--- config.mk ---
export PLATFORM = sky130hd
export DESIGN_NAME = hsats_top
export DESIGN_NICKNAME = d
export VERILOG_FILES = /design/src/core/hsats_pkg.sv /design/src/core/hsats_sync.sv /design/src/core/hsats_top.sv
export SDC_FILE = /design/constraint.sdc
export NUM_CORES = 1
export LEC_CHECK = 0
export ABC_AREA = 1
export ABC_CLOCK_PERIOD_IN_PS = 5050
export BUFFER_PORTS_ARGS = -buffer_cell sky130_fd_sc_hd__buf_4
export CAP_MARGIN = 20
export CORE_MARGIN = 1
export CORE_UTILIZATION = 25
export CTS_BUF_LIST = sky130_fd_sc_hd__clkbuf_8
export DETAILED_ROUTE_END_ITERATION = 6
export PLACE_DENSITY = 0.4
export SLEW_MARGIN = 30
export SYNTH_ARGS = -nofsm -noshare
export SYNTH_HDL_FRONTEND = slang
export SYNTH_SLANG_ARGS = --single-unit
--- constraint.sdc ---
create_clock -name mclk_i -period 5.05 [get_ports mclk_i]
set_clock_uncertainty 0.05 [all_clocks]
set_input_delay 1.01 -clock mclk_i [delete_from_list [all_inputs] [get_ports mclk_i]]
set_output_delay 1.01 -clock mclk_i [all_outputs]
set_load 0.05 [all_outputs]
--- src/core/hsats_pkg.sv ---
// Constants, field layouts and state codes of the host scan and aux/temp sequencer.
// Assumes one 40 MHz clock; oscillator timing is counted in half oscillator cycles.
// Notes on behaviour
// A pen touch raises the internal pen signal and, in pen-interrupt setting, pulls the pin low.
// In host-controlled scan mode the host sequences each coordinate conversion itself.
// A coordinate request with the panel drivers off switches the drivers on before the scan.
// An X or Y conversion runs first overhead, precharge, sense plus 6 cycles, conversion, latency.
// A Z1 or Z2 conversion runs the same sequence but with the second overhead in front.
// If the drivers were off when the scan was programmed, panel settle time precedes precharge.
// Function code 0101 runs one spare-input measurement, code 1000 runs it continuously.
// Function codes 0110 and 0111 measure the internal temperature sensor.
// Spare-input and temperature runs use third overhead, conversion and latency, no drivers.
// Each continuous spare-input measurement lasts as long as a single one.
// The first overhead is 2.5 oscillator cycles.
// The second overhead is 3.5 oscillator cycles.
// Each conversion carries a fixed overhead of 3 oscillator cycles.
package hsats_pkg;

  // Register byte offsets
  localparam logic [7:0] CTRL_OFS  = 8'h00;
  localparam logic [7:0] TIME_OFS  = 8'h04;
  localparam logic [7:0] PPRO_OFS  = 8'h08;
  localparam logic [7:0] STAT_OFS  = 8'h0c;
  localparam logic [7:0] MASK_OFS  = 8'h10;
  localparam logic [7:0] STATE_OFS = 8'h14;

  // Field positions
  localparam int CTRL_DRV_BIT    = 0;
  localparam int CTRL_PENSET_BIT = 1;
  localparam int CTRL_FUNC_LSB   = 3;
  localparam int TIME_SETTLE_LSB = 0;
  localparam int TIME_PRE_LSB    = 8;
  localparam int TIME_SNS_LSB    = 16;
  localparam int TIME_AVG_LSB    = 24;
  localparam int TIME_RES_BIT    = 28;
  localparam int STAT_PEN_BIT    = 0;
  localparam int STAT_DONE_BIT   = 1;

  // Values after reset
  localparam logic [31:0] CTRL_RST = 32'h0000_0002;
  localparam logic [31:0] TIME_RST = 32'h1101_0101;
  localparam logic [31:0] PPRO_RST = 32'h0000_0002;

  // Converter function codes
  localparam logic [3:0] FN_AUX_SINGLE = 4'h5;
  localparam logic [3:0] FN_FIRST_TEMPERATURE_MEASURE      = 4'h6;
  localparam logic [3:0] FN_SECOND_TEMPERATURE_MEASURE      = 4'h7;
  localparam logic [3:0] FN_AUX_CONT   = 4'h8;
  localparam logic [3:0] FN_SCAN_X     = 4'h9;
  localparam logic [3:0] FN_SCAN_Y     = 4'ha;
  localparam logic [3:0] FN_SCAN_Z1    = 4'hb;
  localparam logic [3:0] FN_SCAN_Z2    = 4'hc;

  // Overheads in oscillator cycles, as figures
  localparam real FIRST_OVERHEAD_CYC   = 2.5;
  localparam real SECOND_OVERHEAD_CYC  = 3.5;
  localparam real THIRD_OVERHEAD_CYC   = 3.5;
  localparam real PRESNS_OVERHEAD_CYC  = 6.0;
  localparam real CONV_OVERHEAD_CYC    = 3.0;

  // Same overheads in half oscillator cycles
  localparam logic [15:0] OH1_HALF    = 16'(int'(FIRST_OVERHEAD_CYC * 2.0));
  localparam logic [15:0] OH2_HALF    = 16'(int'(SECOND_OVERHEAD_CYC * 2.0));
  localparam logic [15:0] OH3_HALF    = 16'(int'(THIRD_OVERHEAD_CYC * 2.0));
  localparam logic [15:0] OHDLY2_HALF = 16'(int'(PRESNS_OVERHEAD_CYC * 2.0));
  localparam logic [15:0] OHCONV_HALF = 16'(int'(CONV_OVERHEAD_CYC * 2.0));

  // Converter clocks per sample, resolution plus 2
  localparam logic [7:0] RES12_CLKS = 8'h0e;
  localparam logic [7:0] RES10_CLKS = 8'h0c;

  typedef enum logic [1:0] {
    KIND_XY  = 2'b00,
    KIND_Z   = 2'b01,
    KIND_AUX = 2'b10
  } hsats_kind_t;

  typedef enum logic [2:0] {
    S_IDLE   = 3'b000,
    S_OVH    = 3'b001,
    S_SETTLE = 3'b010,
    S_PRESNS = 3'b011,
    S_CONV   = 3'b100,
    S_CONVOH = 3'b101,
    S_PPRO   = 3'b110
  } hsats_state_t;

endpackage

--- src/core/hsats_sync.sv ---
// Two-stage synchroniser with a rising-edge pulse behind it.
// Assumes the input is asynchronous to clk_i; only stage two feeds logic.
`timescale 1ns/1ps
module hsats_sync (
  input  wire logic clk_i,
  input  wire logic reset_i,
  input  wire logic async_i,
  output logic      level_o,
  output logic      rise_o
);
  logic meta_reg;
  logic sync_reg;
  logic last_reg;

  // First stage read only by the second
  always_ff @(posedge clk_i) begin
    if (reset_i) begin
      meta_reg <= 1'b0;
      sync_reg <= 1'b0;
      last_reg <= 1'b0;
    end else begin
      meta_reg <= async_i;
      sync_reg <= meta_reg;
      last_reg <= sync_reg;
    end
  end

  assign level_o = sync_reg;
  assign rise_o  = sync_reg & ~last_reg;
endmodule // hsats_sync

--- src/core/hsats_top.sv ---
// Host-controlled scan and aux/temperature conversion sequencer with AXI4-Lite registers.
// Assumes pen and converter clock arrive asynchronously; analog front end lies outside.
//
// The AXI4-Lite slave port and the register addresses are this design's own decisions.
`timescale 1ns/1ps
module hsats_top import hsats_pkg::*; #(
  parameter int OSC_HALF_DIV = 2
) (
  input  wire logic        mclk_i,
  input  wire logic        reset_i,
  input  wire logic [7:0]  s_axi_awaddr_i,
  input  wire logic        s_axi_awvalid_i,
  output logic             s_axi_awready_o,
  input  wire logic [31:0] s_axi_wdata_i,
  input  wire logic [3:0]  s_axi_wstrb_i,
  input  wire logic        s_axi_wvalid_i,
  output logic             s_axi_wready_o,
  output logic [1:0]       s_axi_bresp_o,
  output logic             s_axi_bvalid_o,
  input  wire logic        s_axi_bready_i,
  input  wire logic [7:0]  s_axi_araddr_i,
  input  wire logic        s_axi_arvalid_i,
  output logic             s_axi_arready_o,
  output logic [31:0]      s_axi_rdata_o,
  output logic [1:0]       s_axi_rresp_o,
  output logic             s_axi_rvalid_o,
  input  wire logic        s_axi_rready_i,
  input  wire logic        pen_touch_i,
  input  wire logic        conv_clk_i,
  output logic             pen_irq_data_ready_pin_n_o,
  output logic             drivers_on_o,
  output logic             adc_run_o,
  output logic             sample_done_o,
  output logic             irq_o
);
  initial begin
    if (OSC_HALF_DIV < 1 || OSC_HALF_DIV > 255) $error("OSC_HALF_DIV out of range");
  end

  hsats_state_t state_reg, state_next;
  hsats_kind_t  kind_reg;
  logic [15:0]  cnt_reg, cnt_next;
  logic [7:0]   div_reg;
  logic         half_tick_reg;
  logic         cont_reg;
  logic         settle_reg;
  logic         drv_on_reg;
  logic [31:0]  ctrl_reg, time_reg, ppro_reg;
  logic [1:0]   stat_reg, mask_reg;
  logic         aw_have_reg, w_have_reg;
  logic [7:0]   aw_addr_reg;
  logic [31:0]  w_data_reg;
  logic [3:0]   w_strb_reg;
  logic         pen_lvl, pen_rise, conv_lvl, conv_rise;
  logic         wr_fire, start, st_leave, done_now;
  logic [31:0]  wmask, wr_merged;
  logic [3:0]   wr_func, cur_func;
  hsats_kind_t  wr_kind;
  logic [7:0]   conv_total;
  logic [15:0]  presns_len, settle_len;

  // Pen and converter clock come from outside this clock's domain
  hsats_sync u_pen_sync (
    .clk_i   (mclk_i),
    .reset_i (reset_i),
    .async_i (pen_touch_i),
    .level_o (pen_lvl),
    .rise_o  (pen_rise)
  );
  hsats_sync u_conv_sync (
    .clk_i   (mclk_i),
    .reset_i (reset_i),
    .async_i (conv_clk_i),
    .level_o (conv_lvl),
    .rise_o  (conv_rise)
  );

  // Half oscillator cycle enable; 2.5 and 3.5 cycle overheads need half steps
  always_ff @(posedge mclk_i) begin
    if (reset_i) begin
      div_reg       <= 8'h00;
      half_tick_reg <= 1'b0;
    end else if (div_reg == 8'(OSC_HALF_DIV - 1)) begin
      div_reg       <= 8'h00;
      half_tick_reg <= 1'b1;
    end else begin
      div_reg       <= div_reg + 8'h01;
      half_tick_reg <= 1'b0;
    end
  end

  // Function code decode
  function automatic logic fn_valid(input logic [3:0] f);
    return (f >= FN_AUX_SINGLE) && (f <= FN_SCAN_Z2);
  endfunction
  function automatic hsats_kind_t fn_kind(input logic [3:0] f);
    if (f == FN_SCAN_X || f == FN_SCAN_Y) return KIND_XY;
    else if (f == FN_SCAN_Z1 || f == FN_SCAN_Z2) return KIND_Z;
    else return KIND_AUX;
  endfunction
  function automatic logic [15:0] at_least_one(input logic [15:0] v);
    return (v == 16'h0000) ? 16'h0001 : v;
  endfunction

  // Byte-lane mask from the strobes
  genvar gi;
  generate
    for (gi = 0; gi < 4; gi++) begin : g_lane
      assign wmask[gi*8 +: 8] = {8{w_strb_reg[gi]}};
    end
  endgenerate

  assign wr_fire    = aw_have_reg & w_have_reg & ~s_axi_bvalid_o;
  assign wr_func    = w_data_reg[CTRL_FUNC_LSB +: 4];
  assign wr_kind    = fn_kind(wr_func);
  assign cur_func   = ctrl_reg[CTRL_FUNC_LSB +: 4];
  assign wr_merged  = (ctrl_reg & ~wmask) | (w_data_reg & wmask);
  assign start      = wr_fire && (aw_addr_reg == CTRL_OFS) && (state_reg == S_IDLE)
                      && w_strb_reg[0] && fn_valid(wr_func);
  // Samples times (resolution + 2) converter clocks
  assign conv_total = 8'({4'h0, time_reg[TIME_AVG_LSB +: 4]}
                      * (time_reg[TIME_RES_BIT] ? RES12_CLKS : RES10_CLKS));
  assign presns_len = 16'({7'h00, time_reg[TIME_PRE_LSB +: 8], 1'b0})
                      + 16'({7'h00, time_reg[TIME_SNS_LSB +: 8], 1'b0}) + OHDLY2_HALF;
  assign settle_len = at_least_one(16'({7'h00, time_reg[TIME_SETTLE_LSB +: 8], 1'b0}));
  assign st_leave   = state_next != state_reg;
  assign done_now   = (state_reg == S_PPRO) && st_leave;

  // Sequencer next state; timed phases step on half ticks, conversion on converter edges
  always_comb begin
    state_next = state_reg;
    cnt_next   = cnt_reg;
    case (state_reg)
      S_IDLE: begin
        if (start) begin
          state_next = S_OVH;
          if (wr_kind == KIND_XY) cnt_next = OH1_HALF;
          else if (wr_kind == KIND_Z) cnt_next = OH2_HALF;
          else cnt_next = OH3_HALF;
        end
      end
      S_OVH: begin
        if (half_tick_reg && cnt_reg == 16'h0001) begin
          if (kind_reg == KIND_AUX) begin
            state_next = S_CONV;
            cnt_next   = at_least_one({8'h00, conv_total});
          end else if (settle_reg) begin
            state_next = S_SETTLE;
            cnt_next   = settle_len;
          end else begin
            state_next = S_PRESNS;                            // see
            cnt_next   = presns_len;
          end
        end else if (half_tick_reg) begin
          cnt_next = cnt_reg - 16'h0001;
        end
      end
      S_SETTLE, S_PRESNS, S_CONVOH, S_PPRO: begin
        if (half_tick_reg && cnt_reg == 16'h0001) begin
          if (state_reg == S_SETTLE) begin
            state_next = S_PRESNS;
            cnt_next   = presns_len;
          end else if (state_reg == S_PRESNS) begin
            state_next = S_CONV;
            cnt_next   = at_least_one({8'h00, conv_total});
          end else if (state_reg == S_CONVOH) begin
            state_next = S_PPRO;
            cnt_next   = at_least_one({7'h00, ppro_reg[7:0], 1'b0});
          end else if (cont_reg && cur_func == FN_AUX_CONT) begin
            state_next = S_OVH;
            cnt_next   = OH3_HALF;
          end else begin
            state_next = S_IDLE;
          end
        end else if (half_tick_reg) begin
          cnt_next = cnt_reg - 16'h0001;
        end
      end
      S_CONV: begin
        if (conv_rise && cnt_reg == 16'h0001) begin
          state_next = S_CONVOH;
          cnt_next   = OHCONV_HALF;
        end else if (conv_rise) begin
          cnt_next = cnt_reg - 16'h0001;
        end
      end
      default: state_next = S_IDLE;
    endcase
  end

  // Sequencer state and the run's kind
  always_ff @(posedge mclk_i) begin
    if (reset_i) begin
      state_reg  <= S_IDLE;
      cnt_reg    <= 16'h0000;
      kind_reg   <= KIND_XY;
      cont_reg   <= 1'b0;
      settle_reg <= 1'b0;
    end else begin
      state_reg <= state_next;
      cnt_reg   <= cnt_next;
      if (start) begin
        kind_reg   <= wr_kind;                                // see
        cont_reg   <= (wr_func == FN_AUX_CONT);
        settle_reg <= (wr_kind != KIND_AUX) && !drv_on_reg;
      end
    end
  end

  // Drivers: software may switch them, a scan request forces them on
  always_ff @(posedge mclk_i) begin
    if (reset_i) begin
      drv_on_reg <= 1'b0;
    end else if (start && wr_kind != KIND_AUX) begin
      drv_on_reg <= 1'b1;
    end else if (wr_fire && aw_addr_reg == CTRL_OFS && w_strb_reg[0]) begin
      drv_on_reg <= w_data_reg[CTRL_DRV_BIT];
    end
  end

  // Configuration registers
  always_ff @(posedge mclk_i) begin
    if (reset_i) begin
      ctrl_reg <= CTRL_RST;
      time_reg <= TIME_RST;
      ppro_reg <= PPRO_RST;
      mask_reg <= 2'b00;
    end else if (wr_fire) begin
      if (aw_addr_reg == CTRL_OFS) begin
        ctrl_reg <= wr_merged & 32'h0000_007b;
      end else if (aw_addr_reg == TIME_OFS) begin
        time_reg <= ((time_reg & ~wmask) | (w_data_reg & wmask)) & 32'h1fff_ffff;
      end else if (aw_addr_reg == PPRO_OFS) begin
        ppro_reg <= ((ppro_reg & ~wmask) | (w_data_reg & wmask)) & 32'h0000_00ff;
      end else if (aw_addr_reg == MASK_OFS && w_strb_reg[0]) begin
        mask_reg <= w_data_reg[1:0];
      end
    end
  end

  // Sticky events; a set in the clearing cycle survives
  always_ff @(posedge mclk_i) begin
    if (reset_i) begin
      stat_reg <= 2'b00;
    end else begin
      stat_reg <= (stat_reg & ~((wr_fire && aw_addr_reg == STAT_OFS && w_strb_reg[0])
                  ? w_data_reg[1:0] : 2'b00)) | {done_now, pen_rise};
    end
  end

  // Registered pin and status outputs
  always_ff @(posedge mclk_i) begin
    if (reset_i) begin
      pen_irq_data_ready_pin_n_o <= 1'b1;
      drivers_on_o               <= 1'b0;
      adc_run_o                  <= 1'b0;
      sample_done_o              <= 1'b0;
      irq_o                      <= 1'b0;
    end else begin
      // Pin shows pen touch or data ready, chosen by the pen setting
      pen_irq_data_ready_pin_n_o <= ctrl_reg[CTRL_PENSET_BIT] ? ~pen_lvl
                                    : ~stat_reg[STAT_DONE_BIT];
      drivers_on_o               <= drv_on_reg;
      adc_run_o                  <= (state_next == S_CONV);
      sample_done_o              <= done_now;
      irq_o                      <= |(stat_reg & mask_reg);
    end
  end

  // AXI4-Lite write: address and data taken in either order
  always_ff @(posedge mclk_i) begin
    if (reset_i) begin
      s_axi_awready_o <= 1'b1;
      s_axi_wready_o  <= 1'b1;
      aw_have_reg     <= 1'b0;
      w_have_reg      <= 1'b0;
      aw_addr_reg     <= 8'h00;
      w_data_reg      <= 32'h0000_0000;
      w_strb_reg      <= 4'h0;
      s_axi_bvalid_o  <= 1'b0;
      s_axi_bresp_o   <= 2'b00;
    end else begin
      if (s_axi_awvalid_i && s_axi_awready_o) begin
        aw_addr_reg     <= s_axi_awaddr_i;
        aw_have_reg     <= 1'b1;
        s_axi_awready_o <= 1'b0;
      end
      if (s_axi_wvalid_i && s_axi_wready_o) begin
        w_data_reg     <= s_axi_wdata_i;
        w_strb_reg     <= s_axi_wstrb_i;
        w_have_reg     <= 1'b1;
        s_axi_wready_o <= 1'b0;
      end
      if (wr_fire) begin
        aw_have_reg    <= 1'b0;
        w_have_reg     <= 1'b0;
        s_axi_bvalid_o <= 1'b1;
        // Unmapped or unaligned offsets answer with a slave error
        s_axi_bresp_o  <= (aw_addr_reg > STATE_OFS || aw_addr_reg[1:0] != 2'b00)
                          ? 2'b10 : 2'b00;
      end else if (s_axi_bvalid_o && s_axi_bready_i) begin
        s_axi_bvalid_o  <= 1'b0;
        s_axi_awready_o <= 1'b1;
        s_axi_wready_o  <= 1'b1;
      end
    end
  end

  // AXI4-Lite read: one outstanding, data one cycle after the address
  always_ff @(posedge mclk_i) begin
    if (reset_i) begin
      s_axi_arready_o <= 1'b1;
      s_axi_rvalid_o  <= 1'b0;
      s_axi_rdata_o   <= 32'h0000_0000;
      s_axi_rresp_o   <= 2'b00;
    end else if (s_axi_arvalid_i && s_axi_arready_o) begin
      s_axi_arready_o <= 1'b0;
      s_axi_rvalid_o  <= 1'b1;
      s_axi_rresp_o   <= 2'b00;
      if (s_axi_araddr_i == CTRL_OFS) s_axi_rdata_o <= ctrl_reg;
      else if (s_axi_araddr_i == TIME_OFS) s_axi_rdata_o <= time_reg;
      else if (s_axi_araddr_i == PPRO_OFS) s_axi_rdata_o <= ppro_reg;
      else if (s_axi_araddr_i == STAT_OFS) s_axi_rdata_o <= {30'h0, stat_reg};
      else if (s_axi_araddr_i == MASK_OFS) s_axi_rdata_o <= {30'h0, mask_reg};
      else if (s_axi_araddr_i == STATE_OFS) begin
        s_axi_rdata_o <= {25'h0, pen_lvl, state_reg != S_IDLE, drv_on_reg, 1'b0, state_reg};
      end else begin
        s_axi_rdata_o <= 32'h0000_0000;
        s_axi_rresp_o <= 2'b10;
      end
    end else if (s_axi_rvalid_o && s_axi_rready_i) begin
      s_axi_rvalid_o  <= 1'b0;
      s_axi_arready_o <= 1'b1;
    end
  end

  // Half ticks spent in the current phase, for the checks below
  logic [15:0] age_reg;
  always_ff @(posedge mclk_i) begin
    if (reset_i || st_leave) age_reg <= 16'h0000;
    else if (half_tick_reg) age_reg <= age_reg + 16'h0001;
  end
endmodule // hsats_top

==> run_results.csv <==
group,metric,value,unit
cts,cts_resized,0,
detailed_routing,ant_nets,0,
floorplanning,die_y,189.4,um
sta,timing.hold.ws,0.3580,ns
power_and_ir_drop,p_comb_frac,0.091,
floorplanning,die_x,189.4,um
setup_path,slowest_stage,"fa_1",
setup_path,crit_top_cell,"nand2_1",
detailed_routing,vias,8104,
placement,hpwl,20.91,mm
cts,root_buffer,"clkbuf_8",
global_routing,antenna_found_initial,0,
synth,synth_edf_count,0,
power_and_ir_drop,switching_share,0.2702,
outcome,outcome,"finished, final reports clean",
setup_path,critPathKind,"flop to flop",
cts,tritoncts,"yes",
power_and_ir_drop,power_density,265.8,nW/um2
setup_path,cp-start-kind,"flop",
placement,dp_slack,1.786,ns
setup_path,r2r.worst_path.cells,13,
detailed_routing,wl_met1,13.54,mm
final_layout,layout_common_cells,"201 x nand2_1, 170 x dfxtp_1, 150 x inv_1",
floorplanning,floorplan.rows,68,
synth,async_reset_ff_frac,0,
synth,syn_avg_cell_area,7.078,um2
synth,ys_ff_latch,170,
detailed_routing,drc_errors,0,
power_and_ir_drop,internal_power,2.003,mW
final_layout,drive_gt1_frac,0.1459,
final_layout,syn_to_final_growth,17.58,%
power_and_ir_drop,total_power,2.745,mW
placement,io_buffers,98,
sta,worst_slew_pin_slew,0.6955,ns
detailed_routing,wirelength,27.52,mm
synth,yosysTopAreaCell,"dfxtp_1",
cts,htreeDepth,4,
global_routing,grt-ovfl-total,0,
synth,netlist_area,8783,um2
final_layout,final_util,0.2990,
cts,clock_latency,0.49,ns
cts,cts_buffers,17,
detailed_routing,routed.top_layer,"met4",
sta,slew_headroom,0.5358,
final_layout,antenna_cells,0,
synth,yosys.area.top_type_share,0.3875,
power_and_ir_drop,peakVddDrop,0.1501,mV
sta,finalSetupViolCount,0,
sta,fin_ws,1.867,ns
final_layout,stdcell_area,10330,um2
synth,ys_types,50,
cts,clockBufferDepth,2,
detailed_routing,drt-vias-per-instance,4.540,
cts,clock_sinks,170,
global_routing,grt_max_degree,54,
synth,synthCells,1241,
sta,hold_viol,0,
detailed_routing,wl_per_cell,15.42,um
cts,cts_hold_buf,0,
detailed_routing,drtIter0Drc,372,
floorplanning,die-area,35890,um2
detailed_routing,dr.pass1.iters,4,
worst_hold_path,whs_path_depth,2,
setup_path,required,5.41,ns
global_routing,track_usage,0.1577,
setup_path,crit_chain,"inv_1 -> fa_1 -> inv_1 -> ha_1 -> ha_1 -> fa_1 -> nor4_1 -> nand2_1 -> o21ai_0 -> nand2_1 -> nand2_1 -> nand2_1 -> a21oi_1",
sta,period_share,0.6302,
sta,max_freq,314.2,MHz
detailed_routing,wl_met2,12.52,mm
synth,yosysWarnings,0,
detailed_routing,wl_met3,931,um
setup_path,max_stage_delay,0.54,ns
synth,synthTopCellsByArea,"dfxtp_1 39%, nand2_1 8.6%, a21oi_1 7.2%",
floorplanning,initial_core_util,0.2543,
worst_hold_path,hold_class,"flop to flop",
setup_path,cp-end-kind,"flop",
power_and_ir_drop,clkPwrFrac,0.394,
synth,ys_seq_area_frac,0.3875,
synth,synthFlopType,"dfxtp_1",
cts,cts_setup_buffers,0,
power_and_ir_drop,p_leak,4.348,nW
job,maxCapViolCount,0,
sta,min_period,3.183,ns
cts,clkTransAtPathRegs,0.09,ns
sta,slew_viol_final,0,
sta,setup-tns-final,0,ns
floorplanning,core-area,34540,um2
placement,routabilityCongestion,0.8408,
global_routing,grt_pass1_vias,7903,
power_and_ir_drop,switchingPower,0.7416,mW
floorplanning,io_pins,107,
setup_path,cp_max_fo,4,
placement,placed_area,9899,um2
final_layout,nets,1411,
final_layout,instances_no_fill,1785,
power_and_ir_drop,p_seq_frac,0.515,
setup_path,worstPathArrival,3.54,ns
sta,rsz0062_at_grt,"false",
global_routing,grt_pass1_wl,43.75,mm
placement,place_inst,1754,
final_layout,final_common_cell,"nand2_1",
-- per-layer routing --
layer | track usage | vias to the layer above
met5 | 0 | -
met1 | 0.2133 | 3717
met4 | 0.05087 | 0
met2 | 0.2496 | 118
met3 | 0.03114 | 29
li1 | - | 4240
-- Yosys cell counts, types with 3 or more instances --
cell type,n
nand2_4,4
a221oi_1,3
nor4_1,4
xnor2_1,5
inv_1,149
dfxtp_1,170
buf_4,8
a31oi_1,4
nand2_2,13
fa_1,4
inv_2,6
o21ai_1,5
o22ai_1,5
buf_2,3
nor2_2,11
o21ai_0,110
clkinv_1,3
o221ai_1,4
ha_1,28
nor3_1,13
buf_1,4
nor2_4,4
o211ai_1,16
a21oi_2,11
xor2_1,12
nand2_1,201
nor2_1,147
a21oi_1,127
nand3_1,95
nand4_1,17
clkbuf_1,32
-- worst max-delay path, delay by kind of cell (launching register included) --
kind,cells,cell delay (ns)
AND/OR/NAND/NOR,5,0.62
AO/OA/AOI/OAI,2,0.31
buffers and inverters,2,0.15
adder cells (fa/ha/maj),4,1.55
flip-flops,1,0.43
-- cell families (layout without fill, tap and decap cells) --
group | count (synthesis) | after routing | synth area share
XOR/XNOR | 17 | 17 | 0.01695
AO/OA/AOI/OAI | 293 | 293 | 0.1839
buffers and inverters | 209 | 294 | 0.09672
AND/OR/NAND/NOR | 519 | 519 | 0.2655
adder cells (fa/ha/maj) | 32 | 32 | 0.04900
other | 1 | 5 | 0.0004269
flip-flops | 170 | 170 | 0.3875
-- power groups by stage --
stage	clock network [mW]	registers (mW)	logic (mW)
5_1_grt	1.18	1.42	0.283
4_1_cts	1.13	1.41	0.256
6_report	1.08	1.41	0.249
3_5_place_dp	0	1.45	0.255
2_1_floorplan	0	1.46	0.144
3_3_place_gp	0	1.45	0.254
-- area by class of cell --
cell class	instances	area (um2)
fill	3930	24220
timing repair buffer	103	773.2
sequential	170	3403
clock buffer	17	234.0
inverter	160	608.1
multi-input combinational	866	4546
clock inverter	14	193.9
tap	455	569.3
-- path summary, 6_finish.rpt --
| check | start | end | slack (ns) |
|---|---|---|---|
| worst max register to register | flop | cnt_reg[0]$_SDFFE_PP0P_ | 1.87 |
| worst min-delay path | u_conv_sync.meta_reg$_SDFF_PP0_ | u_conv_sync.level_o$_SDFF_PP0_ | 0.36 |
| worst max-delay path | flop | cnt_reg[0]$_SDFFE_PP0P_ | 1.87 |
| worst min register to register | u_conv_sync.meta_reg$_SDFF_PP0_ | u_conv_sync.level_o$_SDFF_PP0_ | 0.36 |
Note: power is estimated with default switching activity, not from simulation.
